<file path="src/design/cpt_pkg.sv">
package cpt_pkg;

  localparam int ADDR_W = 8;
  localparam int DATA_W = 16;
  localparam int PRIO_LEVEL_W = 3;
  localparam int CPU_PRIO_W = 4;

  // register offsets (byte addresses, one 16-bit word each)
  localparam logic [7:0] OFS_STATUS = 8'h00;
  localparam logic [7:0] OFS_CORE = 8'h02;
  localparam logic [7:0] OFS_TRAP = 8'h04;
  localparam logic [7:0] OFS_EVT_STATUS = 8'h06;
  localparam logic [7:0] OFS_EVT_MASK = 8'h08;
  localparam logic [7:0] OFS_PRIO_BASE = 8'h10;
  localparam int PRIO_STRIDE = 2;

  // cpu_status_word fields
  localparam int BIT_PRIO_LOW = 5;

  // core_control_word fields
  localparam int BIT_PRIO_HIGH = 3;

  // trap_and_nesting_control fields
  localparam int BIT_NEST_DIS = 15;
  localparam int BIT_OVF_A = 14;
  localparam int BIT_OVF_B = 13;
  localparam int BIT_CAT_A = 12;
  localparam int BIT_CAT_B = 11;
  localparam int BIT_OVF_A_EN = 10;
  localparam int BIT_OVF_B_EN = 9;
  localparam int BIT_CAT_EN = 8;
  localparam int BIT_SHIFT = 7;
  localparam int BIT_DIV0 = 6;
  localparam int BIT_DMA = 5;
  localparam int BIT_MATH = 4;
  localparam logic [15:0] TRAP_FLAG_MASK = 16'h78F0;
  localparam logic [15:0] TRAP_CTRL_MASK = 16'h8700;

  // event status / mask layout
  localparam int EVT_W = 2;
  localparam int EVT_MATH = 0;
  localparam int EVT_DMA = 1;

  // values after reset
  localparam logic [2:0] RST_PRIO_LOW = 3'h0;
  localparam logic RST_PRIO_HIGH = 1'b0;
  localparam logic [15:0] RST_TRAP = 16'h0000;
  localparam logic [1:0] RST_EVT = 2'h0;
  localparam logic [2:0] RST_SRC_PRIO = 3'h0;
  localparam logic [15:0] RST_RDATA = 16'h0000;

endpackage

</file>
<file path="src/design/cpt_arb_if.sv">
`timescale 1ns/1ps
interface cpt_arb_if #(
  parameter int NUM_SRC = 8
);
  import cpt_pkg::*;
  localparam int ID_W = (NUM_SRC > 1) ? $clog2(NUM_SRC) : 1;

  logic [NUM_SRC-1:0] pending;
  logic [PRIO_LEVEL_W*NUM_SRC-1:0] prio_flat;
  logic best_valid;
  logic [ID_W-1:0] best_id;
  logic [PRIO_LEVEL_W-1:0] best_level;

  modport ctrl (
    output pending,
    output prio_flat,
    input best_valid,
    input best_id,
    input best_level
  );

  modport arb (
    input pending,
    input prio_flat,
    output best_valid,
    output best_id,
    output best_level
  );
endinterface

</file>
<file path="src/design/cpt_src_arbiter.sv">
`timescale 1ns/1ps
// picks the pending user source with the highest assigned level;
// on a tie the lower source index wins
module cpt_src_arbiter
  import cpt_pkg::*;
#(
  parameter int NUM_SRC = 8
) (
  cpt_arb_if.arb a
);
  localparam int ID_W = (NUM_SRC > 1) ? $clog2(NUM_SRC) : 1;

  always_comb begin
    a.best_valid = 1'b0;
    a.best_id = '0;
    a.best_level = '0;
    for (int i = 0; i < NUM_SRC; i++) begin
      if (a.pending[i] && (!a.best_valid || a.prio_flat[PRIO_LEVEL_W*i +: PRIO_LEVEL_W] > a.best_level)) begin
        a.best_valid = 1'b1;
        a.best_id = ID_W'(i);
        a.best_level = a.prio_flat[PRIO_LEVEL_W*i +: PRIO_LEVEL_W];
      end
    end
  end
endmodule

</file>
<file path="src/design/cpt_priority_trap.sv">
`timescale 1ns/1ps
// Function
// - three-bit priority field in status bits 7:5
// - effective priority is high bit above field
// - high bit set blocks all user interrupts
// - nesting disable makes priority field read-only
// - core bit 3 shows priority above 7
// - nesting disable stops preemption of serviced interrupt
// - flag accumulator A/B overflow traps, bits 14/13
// - flag catastrophic A/B overflow traps, bits 12/11
// - bits 10/9 enable ordinary overflow traps
// - bit 8 enables catastrophic overflow traps
// - bit 7 flags invalid shift math trap
// - bit 6 flags divide by zero trap
// - bit 5 flags DMA controller fault trap
// - bit 4 flags any math error trap
// - high priority bit never set by software
// - each user source gets one of eight levels
module cpt_priority_trap
  import cpt_pkg::*;
#(
  parameter int NUM_SRC = 8
) (
  input wire logic clk,
  input wire logic reset,
  input wire logic [ADDR_W-1:0] reg_addr,
  input wire logic [DATA_W-1:0] reg_wdata,
  input wire logic reg_wr,
  input wire logic reg_rd,
  output logic [DATA_W-1:0] reg_rdata,
  input wire logic core_priority_load,
  input wire logic [CPU_PRIO_W-1:0] core_priority_value,
  input wire logic core_in_service,
  input wire logic acc_a_overflow,
  input wire logic acc_b_overflow,
  input wire logic acc_a_catastrophic,
  input wire logic acc_b_catastrophic,
  input wire logic bad_shift_event,
  input wire logic divide_zero_event,
  input wire logic dma_fault_event,
  input wire logic [NUM_SRC-1:0] user_irq_pending,
  output logic [CPU_PRIO_W-1:0] cpu_priority,
  output logic nesting_disable,
  output logic irq_take,
  output logic [((NUM_SRC > 1) ? $clog2(NUM_SRC) : 1)-1:0] irq_take_id,
  output logic [PRIO_LEVEL_W-1:0] irq_take_level,
  output logic math_trap,
  output logic dma_trap,
  output logic irq
);
  localparam int ID_W = (NUM_SRC > 1) ? $clog2(NUM_SRC) : 1;

  function automatic logic reg_hit(input logic [ADDR_W-1:0] addr, input logic [ADDR_W-1:0] ofs);
    reg_hit = (addr == ofs);
  endfunction

  function automatic logic [ADDR_W-1:0] prio_ofs(input int idx);
    prio_ofs = ADDR_W'(int'(OFS_PRIO_BASE) + PRIO_STRIDE * idx);
  endfunction

  ////////////////////////////////////////////////////////////////////////////
  // register bus decode

  logic wr_status;
  logic wr_core;
  logic wr_trap;
  logic wr_evt_status;
  logic wr_evt_mask;

  assign wr_status = reg_wr && reg_hit(reg_addr, OFS_STATUS);
  assign wr_core = reg_wr && reg_hit(reg_addr, OFS_CORE);
  assign wr_trap = reg_wr && reg_hit(reg_addr, OFS_TRAP);
  assign wr_evt_status = reg_wr && reg_hit(reg_addr, OFS_EVT_STATUS);
  assign wr_evt_mask = reg_wr && reg_hit(reg_addr, OFS_EVT_MASK);

  ////////////////////////////////////////////////////////////////////////////
  // cpu priority

  logic [PRIO_LEVEL_W-1:0] cpu_priority_low;
  logic cpu_priority_high_bit;
  logic [DATA_W-1:0] trap_ctl;
  logic nest_dis;

  assign nest_dis = trap_ctl[BIT_NEST_DIS];

  // the core's own load (interrupt entry or return) outranks a software write
  always_ff @(posedge clk) begin
    if (reset) begin
      cpu_priority_low <= RST_PRIO_LOW;
    end else if (core_priority_load) begin
      cpu_priority_low <= core_priority_value[PRIO_LEVEL_W-1:0];
    end else if (wr_status && !nest_dis) begin
      cpu_priority_low <= reg_wdata[BIT_PRIO_LOW +: PRIO_LEVEL_W];
    end
  end

  // software may only clear the high bit, so code cannot raise cpu priority above 7
  always_ff @(posedge clk) begin
    if (reset) begin
      cpu_priority_high_bit <= RST_PRIO_HIGH;
    end else if (core_priority_load) begin
      cpu_priority_high_bit <= core_priority_value[CPU_PRIO_W-1];
    end else if (wr_core && !reg_wdata[BIT_PRIO_HIGH]) begin
      cpu_priority_high_bit <= 1'b0;
    end
  end

  logic [CPU_PRIO_W-1:0] eff_priority;
  assign eff_priority = {cpu_priority_high_bit, cpu_priority_low};

  ////////////////////////////////////////////////////////////////////////////
  // trap causes

  logic ovf_a_trap;
  logic ovf_b_trap;
  logic cat_a_trap;
  logic cat_b_trap;
  logic any_math_trap;
  logic [DATA_W-1:0] trap_set;
  logic [DATA_W-1:0] next_trap_ctl;

  assign ovf_a_trap = acc_a_overflow && trap_ctl[BIT_OVF_A_EN];
  assign ovf_b_trap = acc_b_overflow && trap_ctl[BIT_OVF_B_EN];
  assign cat_a_trap = acc_a_catastrophic && trap_ctl[BIT_CAT_EN];
  assign cat_b_trap = acc_b_catastrophic && trap_ctl[BIT_CAT_EN];
  // accumulator overflows count as math errors alongside shift and divide faults
  assign any_math_trap = ovf_a_trap || ovf_b_trap || cat_a_trap || cat_b_trap
    || bad_shift_event || divide_zero_event;

  always_comb begin
    trap_set = '0;
    trap_set[BIT_OVF_A] = ovf_a_trap;
    trap_set[BIT_OVF_B] = ovf_b_trap;
    trap_set[BIT_CAT_A] = cat_a_trap;
    trap_set[BIT_CAT_B] = cat_b_trap;
    trap_set[BIT_SHIFT] = bad_shift_event;
    trap_set[BIT_DIV0] = divide_zero_event;
    trap_set[BIT_DMA] = dma_fault_event;
    trap_set[BIT_MATH] = any_math_trap;
  end

  // writing 0 clears a flag, writing 1 leaves it; a same-cycle event wins
  always_comb begin
    next_trap_ctl = trap_ctl;
    if (wr_trap) begin
      next_trap_ctl = (reg_wdata & TRAP_CTRL_MASK) | (trap_ctl & reg_wdata & TRAP_FLAG_MASK);
    end
    next_trap_ctl = next_trap_ctl | trap_set;
  end

  always_ff @(posedge clk) begin
    if (reset) begin
      trap_ctl <= RST_TRAP;
    end else begin
      trap_ctl <= next_trap_ctl;
    end
  end

  always_ff @(posedge clk) begin
    if (reset) begin
      math_trap <= 1'b0;
    end else begin
      math_trap <= any_math_trap;
    end
  end

  always_ff @(posedge clk) begin
    if (reset) begin
      dma_trap <= 1'b0;
    end else begin
      dma_trap <= dma_fault_event;
    end
  end

  ////////////////////////////////////////////////////////////////////////////
  // user source levels and selection

  logic [PRIO_LEVEL_W-1:0] src_prio [NUM_SRC];

  cpt_arb_if #(.NUM_SRC(NUM_SRC)) arb_bus ();

  genvar g;
  generate
    for (g = 0; g < NUM_SRC; g++) begin : gen_src
      always_ff @(posedge clk) begin
        if (reset) begin
          src_prio[g] <= RST_SRC_PRIO;
        end else if (reg_wr && reg_hit(reg_addr, prio_ofs(g))) begin
          src_prio[g] <= reg_wdata[PRIO_LEVEL_W-1:0];
        end
      end
      assign arb_bus.prio_flat[PRIO_LEVEL_W*g +: PRIO_LEVEL_W] = src_prio[g];
    end
  endgenerate

  assign arb_bus.pending = user_irq_pending;

  cpt_src_arbiter #(.NUM_SRC(NUM_SRC)) u_arbiter (
    .a(arb_bus.arb)
  );

  logic take_now;
  // a level-7 field reads as "all user interrupts masked" by the same compare
  assign take_now = arb_bus.best_valid
    && ({1'b0, arb_bus.best_level} > eff_priority)
    && !cpu_priority_high_bit
    && !(nest_dis && core_in_service);

  // request stays up while the winning source is still eligible; the core
  // acknowledges by clearing the source's pending line and loading priority
  always_ff @(posedge clk) begin
    if (reset) begin
      irq_take <= 1'b0;
    end else begin
      irq_take <= take_now;
    end
  end

  always_ff @(posedge clk) begin
    if (reset) begin
      irq_take_id <= '0;
    end else begin
      irq_take_id <= take_now ? arb_bus.best_id : '0;
    end
  end

  always_ff @(posedge clk) begin
    if (reset) begin
      irq_take_level <= '0;
    end else begin
      irq_take_level <= take_now ? arb_bus.best_level : '0;
    end
  end

  always_ff @(posedge clk) begin
    if (reset) begin
      cpu_priority <= '0;
      nesting_disable <= 1'b0;
    end else begin
      cpu_priority <= {next_high_preview(), next_low_preview()};
      nesting_disable <= next_trap_ctl[BIT_NEST_DIS];
    end
  end

  // outputs track the priority registers with no extra cycle of lag
  function automatic logic next_high_preview();
    if (core_priority_load) begin
      next_high_preview = core_priority_value[CPU_PRIO_W-1];
    end else if (wr_core && !reg_wdata[BIT_PRIO_HIGH]) begin
      next_high_preview = 1'b0;
    end else begin
      next_high_preview = cpu_priority_high_bit;
    end
  endfunction

  function automatic logic [PRIO_LEVEL_W-1:0] next_low_preview();
    if (core_priority_load) begin
      next_low_preview = core_priority_value[PRIO_LEVEL_W-1:0];
    end else if (wr_status && !nest_dis) begin
      next_low_preview = reg_wdata[BIT_PRIO_LOW +: PRIO_LEVEL_W];
    end else begin
      next_low_preview = cpu_priority_low;
    end
  endfunction

  ////////////////////////////////////////////////////////////////////////////
  // event status, mask and interrupt line

  logic [EVT_W-1:0] evt_status;
  logic [EVT_W-1:0] evt_mask;
  logic [EVT_W-1:0] evt_set;
  logic [EVT_W-1:0] next_evt_status;
  logic [EVT_W-1:0] next_evt_mask;

  always_comb begin
    evt_set = '0;
    evt_set[EVT_MATH] = any_math_trap;
    evt_set[EVT_DMA] = dma_fault_event;
    next_evt_status = evt_status;
    if (wr_evt_status) begin
      next_evt_status = evt_status & ~reg_wdata[EVT_W-1:0];
    end
    next_evt_status = next_evt_status | evt_set;
    next_evt_mask = wr_evt_mask ? reg_wdata[EVT_W-1:0] : evt_mask;
  end

  always_ff @(posedge clk) begin
    if (reset) begin
      evt_status <= RST_EVT;
    end else begin
      evt_status <= next_evt_status;
    end
  end

  always_ff @(posedge clk) begin
    if (reset) begin
      evt_mask <= RST_EVT;
    end else begin
      evt_mask <= next_evt_mask;
    end
  end

  always_ff @(posedge clk) begin
    if (reset) begin
      irq <= 1'b0;
    end else begin
      irq <= |(next_evt_status & next_evt_mask);
    end
  end

  ////////////////////////////////////////////////////////////////////////////
  // read back

  logic [DATA_W-1:0] rd_value;

  // arithmetic flags of the status word live elsewhere and read as zero here
  always_comb begin
    rd_value = '0;
    if (reg_hit(reg_addr, OFS_STATUS)) begin
      rd_value[BIT_PRIO_LOW +: PRIO_LEVEL_W] = cpu_priority_low;
    end else if (reg_hit(reg_addr, OFS_CORE)) begin
      rd_value[BIT_PRIO_HIGH] = cpu_priority_high_bit;
    end else if (reg_hit(reg_addr, OFS_TRAP)) begin
      rd_value = trap_ctl;
    end else if (reg_hit(reg_addr, OFS_EVT_STATUS)) begin
      rd_value[EVT_W-1:0] = evt_status;
    end else if (reg_hit(reg_addr, OFS_EVT_MASK)) begin
      rd_value[EVT_W-1:0] = evt_mask;
    end else begin
      for (int i = 0; i < NUM_SRC; i++) begin
        if (reg_hit(reg_addr, prio_ofs(i))) begin
          rd_value[PRIO_LEVEL_W-1:0] = src_prio[i];
        end
      end
    end
  end

  // data stand only in the cycle after the read strobe, zero otherwise
  always_ff @(posedge clk) begin
    if (reset) begin
      reg_rdata <= RST_RDATA;
    end else begin
      reg_rdata <= reg_rd ? rd_value : RST_RDATA;
    end
  end

endmodule

</file>
<file path="config.mk">
export PLATFORM = sky130hd
export DESIGN_NAME = cpt_priority_trap
export DESIGN_NICKNAME = d
export VERILOG_FILES = /design/src/design/cpt_pkg.sv /design/src/design/cpt_arb_if.sv /design/src/design/cpt_src_arbiter.sv /design/src/design/cpt_priority_trap.sv
export SDC_FILE = /design/constraint.sdc
export NUM_CORES = 1
export LEC_CHECK = 0
export BUFFER_PORTS_ARGS = -buffer_cell sky130_fd_sc_hd__clkbuf_2
export CAP_MARGIN = 20
export CORE_MARGIN = 2
export CORE_UTILIZATION = 40
export CTS_BUF_LIST = sky130_fd_sc_hd__clkbuf_4 sky130_fd_sc_hd__clkbuf_8
export CTS_CLUSTER_DIAMETER = 30
export CTS_CLUSTER_SIZE = 16
export DETAILED_ROUTE_END_ITERATION = 8
export PLACE_DENSITY_LB_ADDON = 0.05
export RECOVER_POWER = 25
export SETUP_SLACK_MARGIN = 0.5
export SLEW_MARGIN = 5
export SYNTH_ARGS = -nofsm -noshare
export SYNTH_HDL_FRONTEND = slang
export SYNTH_SLANG_ARGS = --single-unit
</file>
<file path="constraint.sdc">
create_clock -name clk -period 9.81 [get_ports clk]
set_input_delay 0.981 -clock clk [delete_from_list [all_inputs] [get_ports clk]]
set_output_delay 0.981 -clock clk [all_outputs]
set_load 0.005 [all_outputs]
</file>
==> results of run 1 <==
## kinds of logic (layout without fill, tap and decap cells)
group	Yosys count	in the layout	synth area share
flops	70	70	0.436
mux	11	11	0.0296
compound gates	122	122	0.213
fa+ha+maj	23	23	0.0765
buf+inv	41	189	0.0426
simple gates	162	162	0.203
## stage by stage
step	utilization	setup slack (ps)	setup TNS (ps)	area (um^2)	std cells
CTS	0.556	209	0	5120	682
finish	0.575	146	0	5290	688
floorplan	-	146	0	3880	429
global route	0.575	-394	-2320	5290	688
global placement	0.504	-157	-334	4640	644
detailed placement	0.505	-498	-2490	4650	645
## area by class of cell
cell class	instances	area, um^2
fill	868	3910
multi-input combinational	318	2310
sequential	70	1640
timing repair buffer	142	883
tap	111	139
clock buffer	10	131
inverter	31	116
clock inverter	6	68.8
## path summary, 6_finish.rpt
kind / startpoint / end / slack [ps] / cells after the start
min: trap_ctl[12] / reg_rdata[12] / 450 / 1
max reg2reg: src_prio[0][2] / irq_take_level[1] / 410 / 50
max: user_irq_pending[0] / irq_take_level[1] / 150 / 51
min reg2reg: trap_ctl[12] / reg_rdata[12] / 450 / 1
## critical path: cells and delay by family
kind            cells  cell delay (ps)
mux                 3              740
compound gates     30             4990
fa+ha+maj           8             1940
buf+inv             4              340
simple gates        6              910
## Yosys cell counts (5+ instances only)
| cell | number |
|---|---|
| nor2_1 | 66 |
| dfxtp_1 | 46 |
| nand2_1 | 40 |
| a21oi_1 | 38 |
| inv_1 | 31 |
| edfxtp_1 | 24 |
| ha_1 | 23 |
| o21ai_0 | 23 |
| and2_1 | 12 |
| a22oi_1 | 11 |
| mux2i_1 | 10 |
| nand3_1 | 10 |
| a31oi_1 | 8 |
| a211oi_1 | 6 |
| clkbuf_1 | 6 |
| o211ai_1 | 6 |
| a21o_1 | 5 |
## flip-flops by register name, indices dropped and copies added (netlist names)
register / count
irq_take_level: 3
math_trap: 1
cpu_priority: 1
trap_ctl: 12
evt_mask: 2
cpu_priority_high_bit: 1
irq_take: 1
cpu_priority_low: 2
irq: 1
dma_trap: 1
src_prio: 24
irq_take_id: 3
evt_status: 2
reg_rdata: 16
## metal layers
metal  global-route usage  part of all wire  vias up
met5                    0                 0        -
met4               0.0665             0.015        0
met3               0.0534             0.059       15
met2                0.379              0.49      117
met1                0.271              0.43     1731
li1                     -                 -     1844
## cells in the final DEF (no fill, tap or decap), drive strengths merged, types with 3 or more instances in the layout
cell type / n
a211o: 3
a211oi: 6
a21o: 5
a21oi: 38
a22oi: 11
a31oi: 9
and2: 14
and3: 4
buf: 63
clkbuf: 88
dfxtp: 46
edfxtp: 24
ha: 23
inv: 34
mux2i: 10
nand2: 40
nand2b: 4
nand3: 10
nand3b: 3
nand4: 4
nor2: 67
nor4: 3
o211ai: 6
o21ai: 25
o22ai: 3
or4: 3
## timing repair
| item | CTS | global route |
|---|---|---|
| resized for setup | 25 | 30 |
| setup endpoints to repair | 7 | 7 |
| setup buffers | 21 | 6 |
| pin swaps | 16 | 9 |
## power breakdown
part / internal (mW) / switching (mW)
Sequential: 0.321 / 0.0136
Combinational: 0.221 / 0.196
Clock: 0.123 / 0.118
==> results.cfg, run 1 <==
[synthesis]
syn_nets = 501
synth_edf_count = 24
synth-async-reset-ratio = 0
syn-cell-area_um2 = 3760
ys_ff_latch = 70
synth_sequential_area_ratio = 0.436
synthCells = 429
syn_area_per_cell_um2 = 8.77
synth_ff_type = dfxtp_1
yosys-top-cells-area = dfxtp_1 (24%), edfxtp_1 (19%), ha_1 (7.6%)
synth_cell_types = 57
yosys.area.top_type = dfxtp_1
synth_top_area_share = 0.245
yosys_warnings = 0

[global_route]
grtUsageTotal = 0.220
grt_pass1_vias = 3551
gr-total-overflow = 0
grt_pass1_wl_um = 17300
antenna_found_initial = 0
grt_max_degree = 25

[drt]
drtPass1Iterations = 5
post-route-drc-count = 0
drt_iter0_markers = 150
wl_per_cell_um = 16.1
ant_nets = 0
via_per_inst = 5.39
routed_wl_um = 11100
via_count = 3707

[setup_path]
cp_max_fo = 6
path_common_cell = a21oi_2
worstPathRequired_ps = 10070
end_kind = flip-flop
start_kind = input pin
arrival_ps = 9920
crit_path_max_incr_delay_ps = 380
path_class = input pin to flip-flop
slowest_stage = a221o_2

[timing]
tightest_slew_ps = 1080
fin_crit_sh = 0.985
finalClockSkew_ps = 14.2
finalHoldViolations = 0
rsz0062_at_grt = true
hold_slack_ps = 452
fmax_mhz = 103
finalCriticalPeriod_ps = 9660
slew_viol_final = 0
slew_headroom = 0.283
finalSetupViolCount = 0

[die]
die_h_um = 101
rows = 35
fp.dieArea_um2 = 10200
initial_core_util = 0.409
die_w_um = 101
coreArea_um2 = 9200
io_pins = 80

[finish]
areaGrowthSynthToFinish_pct = 40.5
drive_above_1_share = 0.373
fin_nets = 644
insertedDiodeCount = 0

[power]
p_per_area_nw_per_um2 = 188
p_leak_nw = 2.18
ir_worst_vdd_v = 0.000134
power_uw = 993

[clock_tree]
clock_sinks = 70
cts_max_level = 3
cts_buffers = 9
cts_tree = done
hold_buffers = 0
clk_latency_ps = 350
cts_buffer_depth = 2
cts-root-buf = clkbuf_8
clk_pin_slew_ps = 90

[outcome]
outcome = completed

[placed_design]
io_buffers = 79
place_congestion = 0.877
hpwl_um = 8380

[job]
maxCapViolations = 0

[worst_hold_path]
worstHoldPathType = flip-flop to flip-flop
Power figures use the tool's default switching activity.
==> run 2, diff against run 1 <==
==> constraint.sdc (replaced) <==
create_clock -name clk -period 9.8 [get_ports clk]
set_input_delay 0.98 -clock clk [delete_from_list [all_inputs] [get_ports clk]]
set_output_delay 0.98 -clock clk [all_outputs]
set_load 0.005 [all_outputs]
==> results.cfg, run 2 (synthesis results as in run 1) <==
[global_route]
grtUsageTotal = 0.231
antenna_found_initial = 0
grt_max_degree = 25
grt_pass1_wl_um = 18200
gr-total-overflow = 0
grt_pass1_vias = 3731

[timing]
fin_crit_sh = 1.02
finalClockSkew_ps = 12.5
finalHoldViolations = 0
hold_slack_ps = 453
slew_headroom = 0.275
tightest_slew_ps = 1090
rsz0062_at_grt = true
fmax_mhz = 100
slew_viol_final = 0
finalCriticalPeriod_ps = 9980
setup_ws_ps = -178
finalSetupViolCount = 7

[setup_path]
worstReg2RegStart = src_prio[0][1]
slowest_stage = a221o_2
ff2ff_path_depth = 54
regToRegSetupSlack_ps = 70
arrival_ps = 10240
cp_max_fo = 6
critPathLaunch = user_irq_pending[0]
path_delay_family = compound AO/OA/AOI/OAI gates
path_class = input pin to flip-flop
start_kind = input pin
worst-path-buf-inv = 9
path_common_cell = a21oi_2
r2r_end = irq_take_level[1]
end_kind = flip-flop
worstPathRequired_ps = 10060
crit_path_max_incr_delay_ps = 390

[drt]
ant_nets = 0
post-route-drc-count = 0
via_per_inst = 5.43
routed_wl_um = 12000
drtPass1Iterations = 5
via_count = 3842
wl_per_cell_um = 17.0
drt_iter0_markers = 150

[finish]
fin_nets = 663
layout_commonest_cell = buf_4
postLayoutCoreUtil = 0.590
fill_cells = 808
seqCellArea_um2 = 1640
top_register = src_prio
largest_register_ffs = 24
reg_top3 = src_prio (24), reg_rdata (16), trap_ctl (12)
final_area_um2 = 5430
drive_above_1_share = 0.393
multi_input_area_um2 = 2310
final_cell_mix = buf_4 (71), clkbuf_2 (65), nor2_1 (61)
insertedDiodeCount = 0
areaGrowthSynthToFinish_pct = 44.3

[worst_hold_path]
hold_start = trap_ctl[12]
whs_path_depth = 1
worstHoldEndpoint = reg_rdata[12]
worstHoldPathType = flip-flop to flip-flop

[placed_design]
dpl-instance-area_um2 = 4650
io_buffers = 79
place_congestion = 0.877
hpwl_um = 8310

[outcome]
violations = negative setup slack
outcome = complete, but fails checks

[die]
die_w_um = 101
fp.dieArea_um2 = 10200
initial_core_util = 0.409
io_pins = 80
coreArea_um2 = 9200
die_h_um = 101
rows = 35

[clock_tree]
clock_sinks = 70
cts_tree = done
cts_max_level = 3
hold_buffers = 0
clk_latency_ps = 350
cts-root-buf = clkbuf_8
cts_buffers = 9
cts_buffer_depth = 2
clk_pin_slew_ps = 80

[power]
p_per_area_nw_per_um2 = 187
ir_worst_vdd_v = 0.0000890
power_mw = 1.02
p_leak_nw = 2.27

[job]
maxCapViolations = 0
[run 2: how the worst max path moves through the flow]
stage | to | slack, ps | cells past startpoint
floorplan | irq_take_level[1] | 140 | 51
global placement | irq_take_level[1] | -170 | 53
detailed placement | irq_take_level[1] | -400 | 51
CTS | irq_take_id[1] | 150 | 53
global route | irq_take_level[1] | -600 | 55
finish | irq_take_level[1] | -180 | 55
[run 2: power by group]
group,internal (mW),switching (mW)
Combinational,0.250,0.215
Clock,0.0967,0.119
Sequential,0.321,0.0141
Total,0.668,0.348
[run 2: final cells by class]
cell class / count / share of cell area
Sequential cell: 70 / 0.302
Clock inverter: 6 / 0.00853
Tap cell: 111 / 0.0256
Timing Repair Buffer: 161 / 0.192
Multi-Input combinational cell: 318 / 0.425
Inverter: 31 / 0.0214
Clock buffer: 10 / 0.0242
[run 2: per-layer routing]
metal / wire length (um) / GRT usage / part of all wire
met5: 0 / 0 / 0
met4: 365 / 0.0842 / 0.030
met3: 654 / 0.0527 / 0.054
met2: 5910 / 0.396 / 0.49
met1: 5070 / 0.283 / 0.42
[run 2: metrics by stage]
stage,std cells,setup TNS [ps],worst slack [ps]
after floorplan,429,0,137
after global placement,644,-366,-166
after detailed placement,645,-1900,-399
after CTS,699,0,146
after global routing,707,-3630,-596
final,707,-682,-178
[run 2: repair_timing]
| action | in CTS | in global routing |
|---|---|---|
| pin swaps | 40 | 53 |
| gates resized for setup | 22 | 38 |
| endpoints found under the setup margin | 7 | 7 |
| setup buffers | 38 | 8 |
| endpoints found under the hold margin | 0 | 0 |
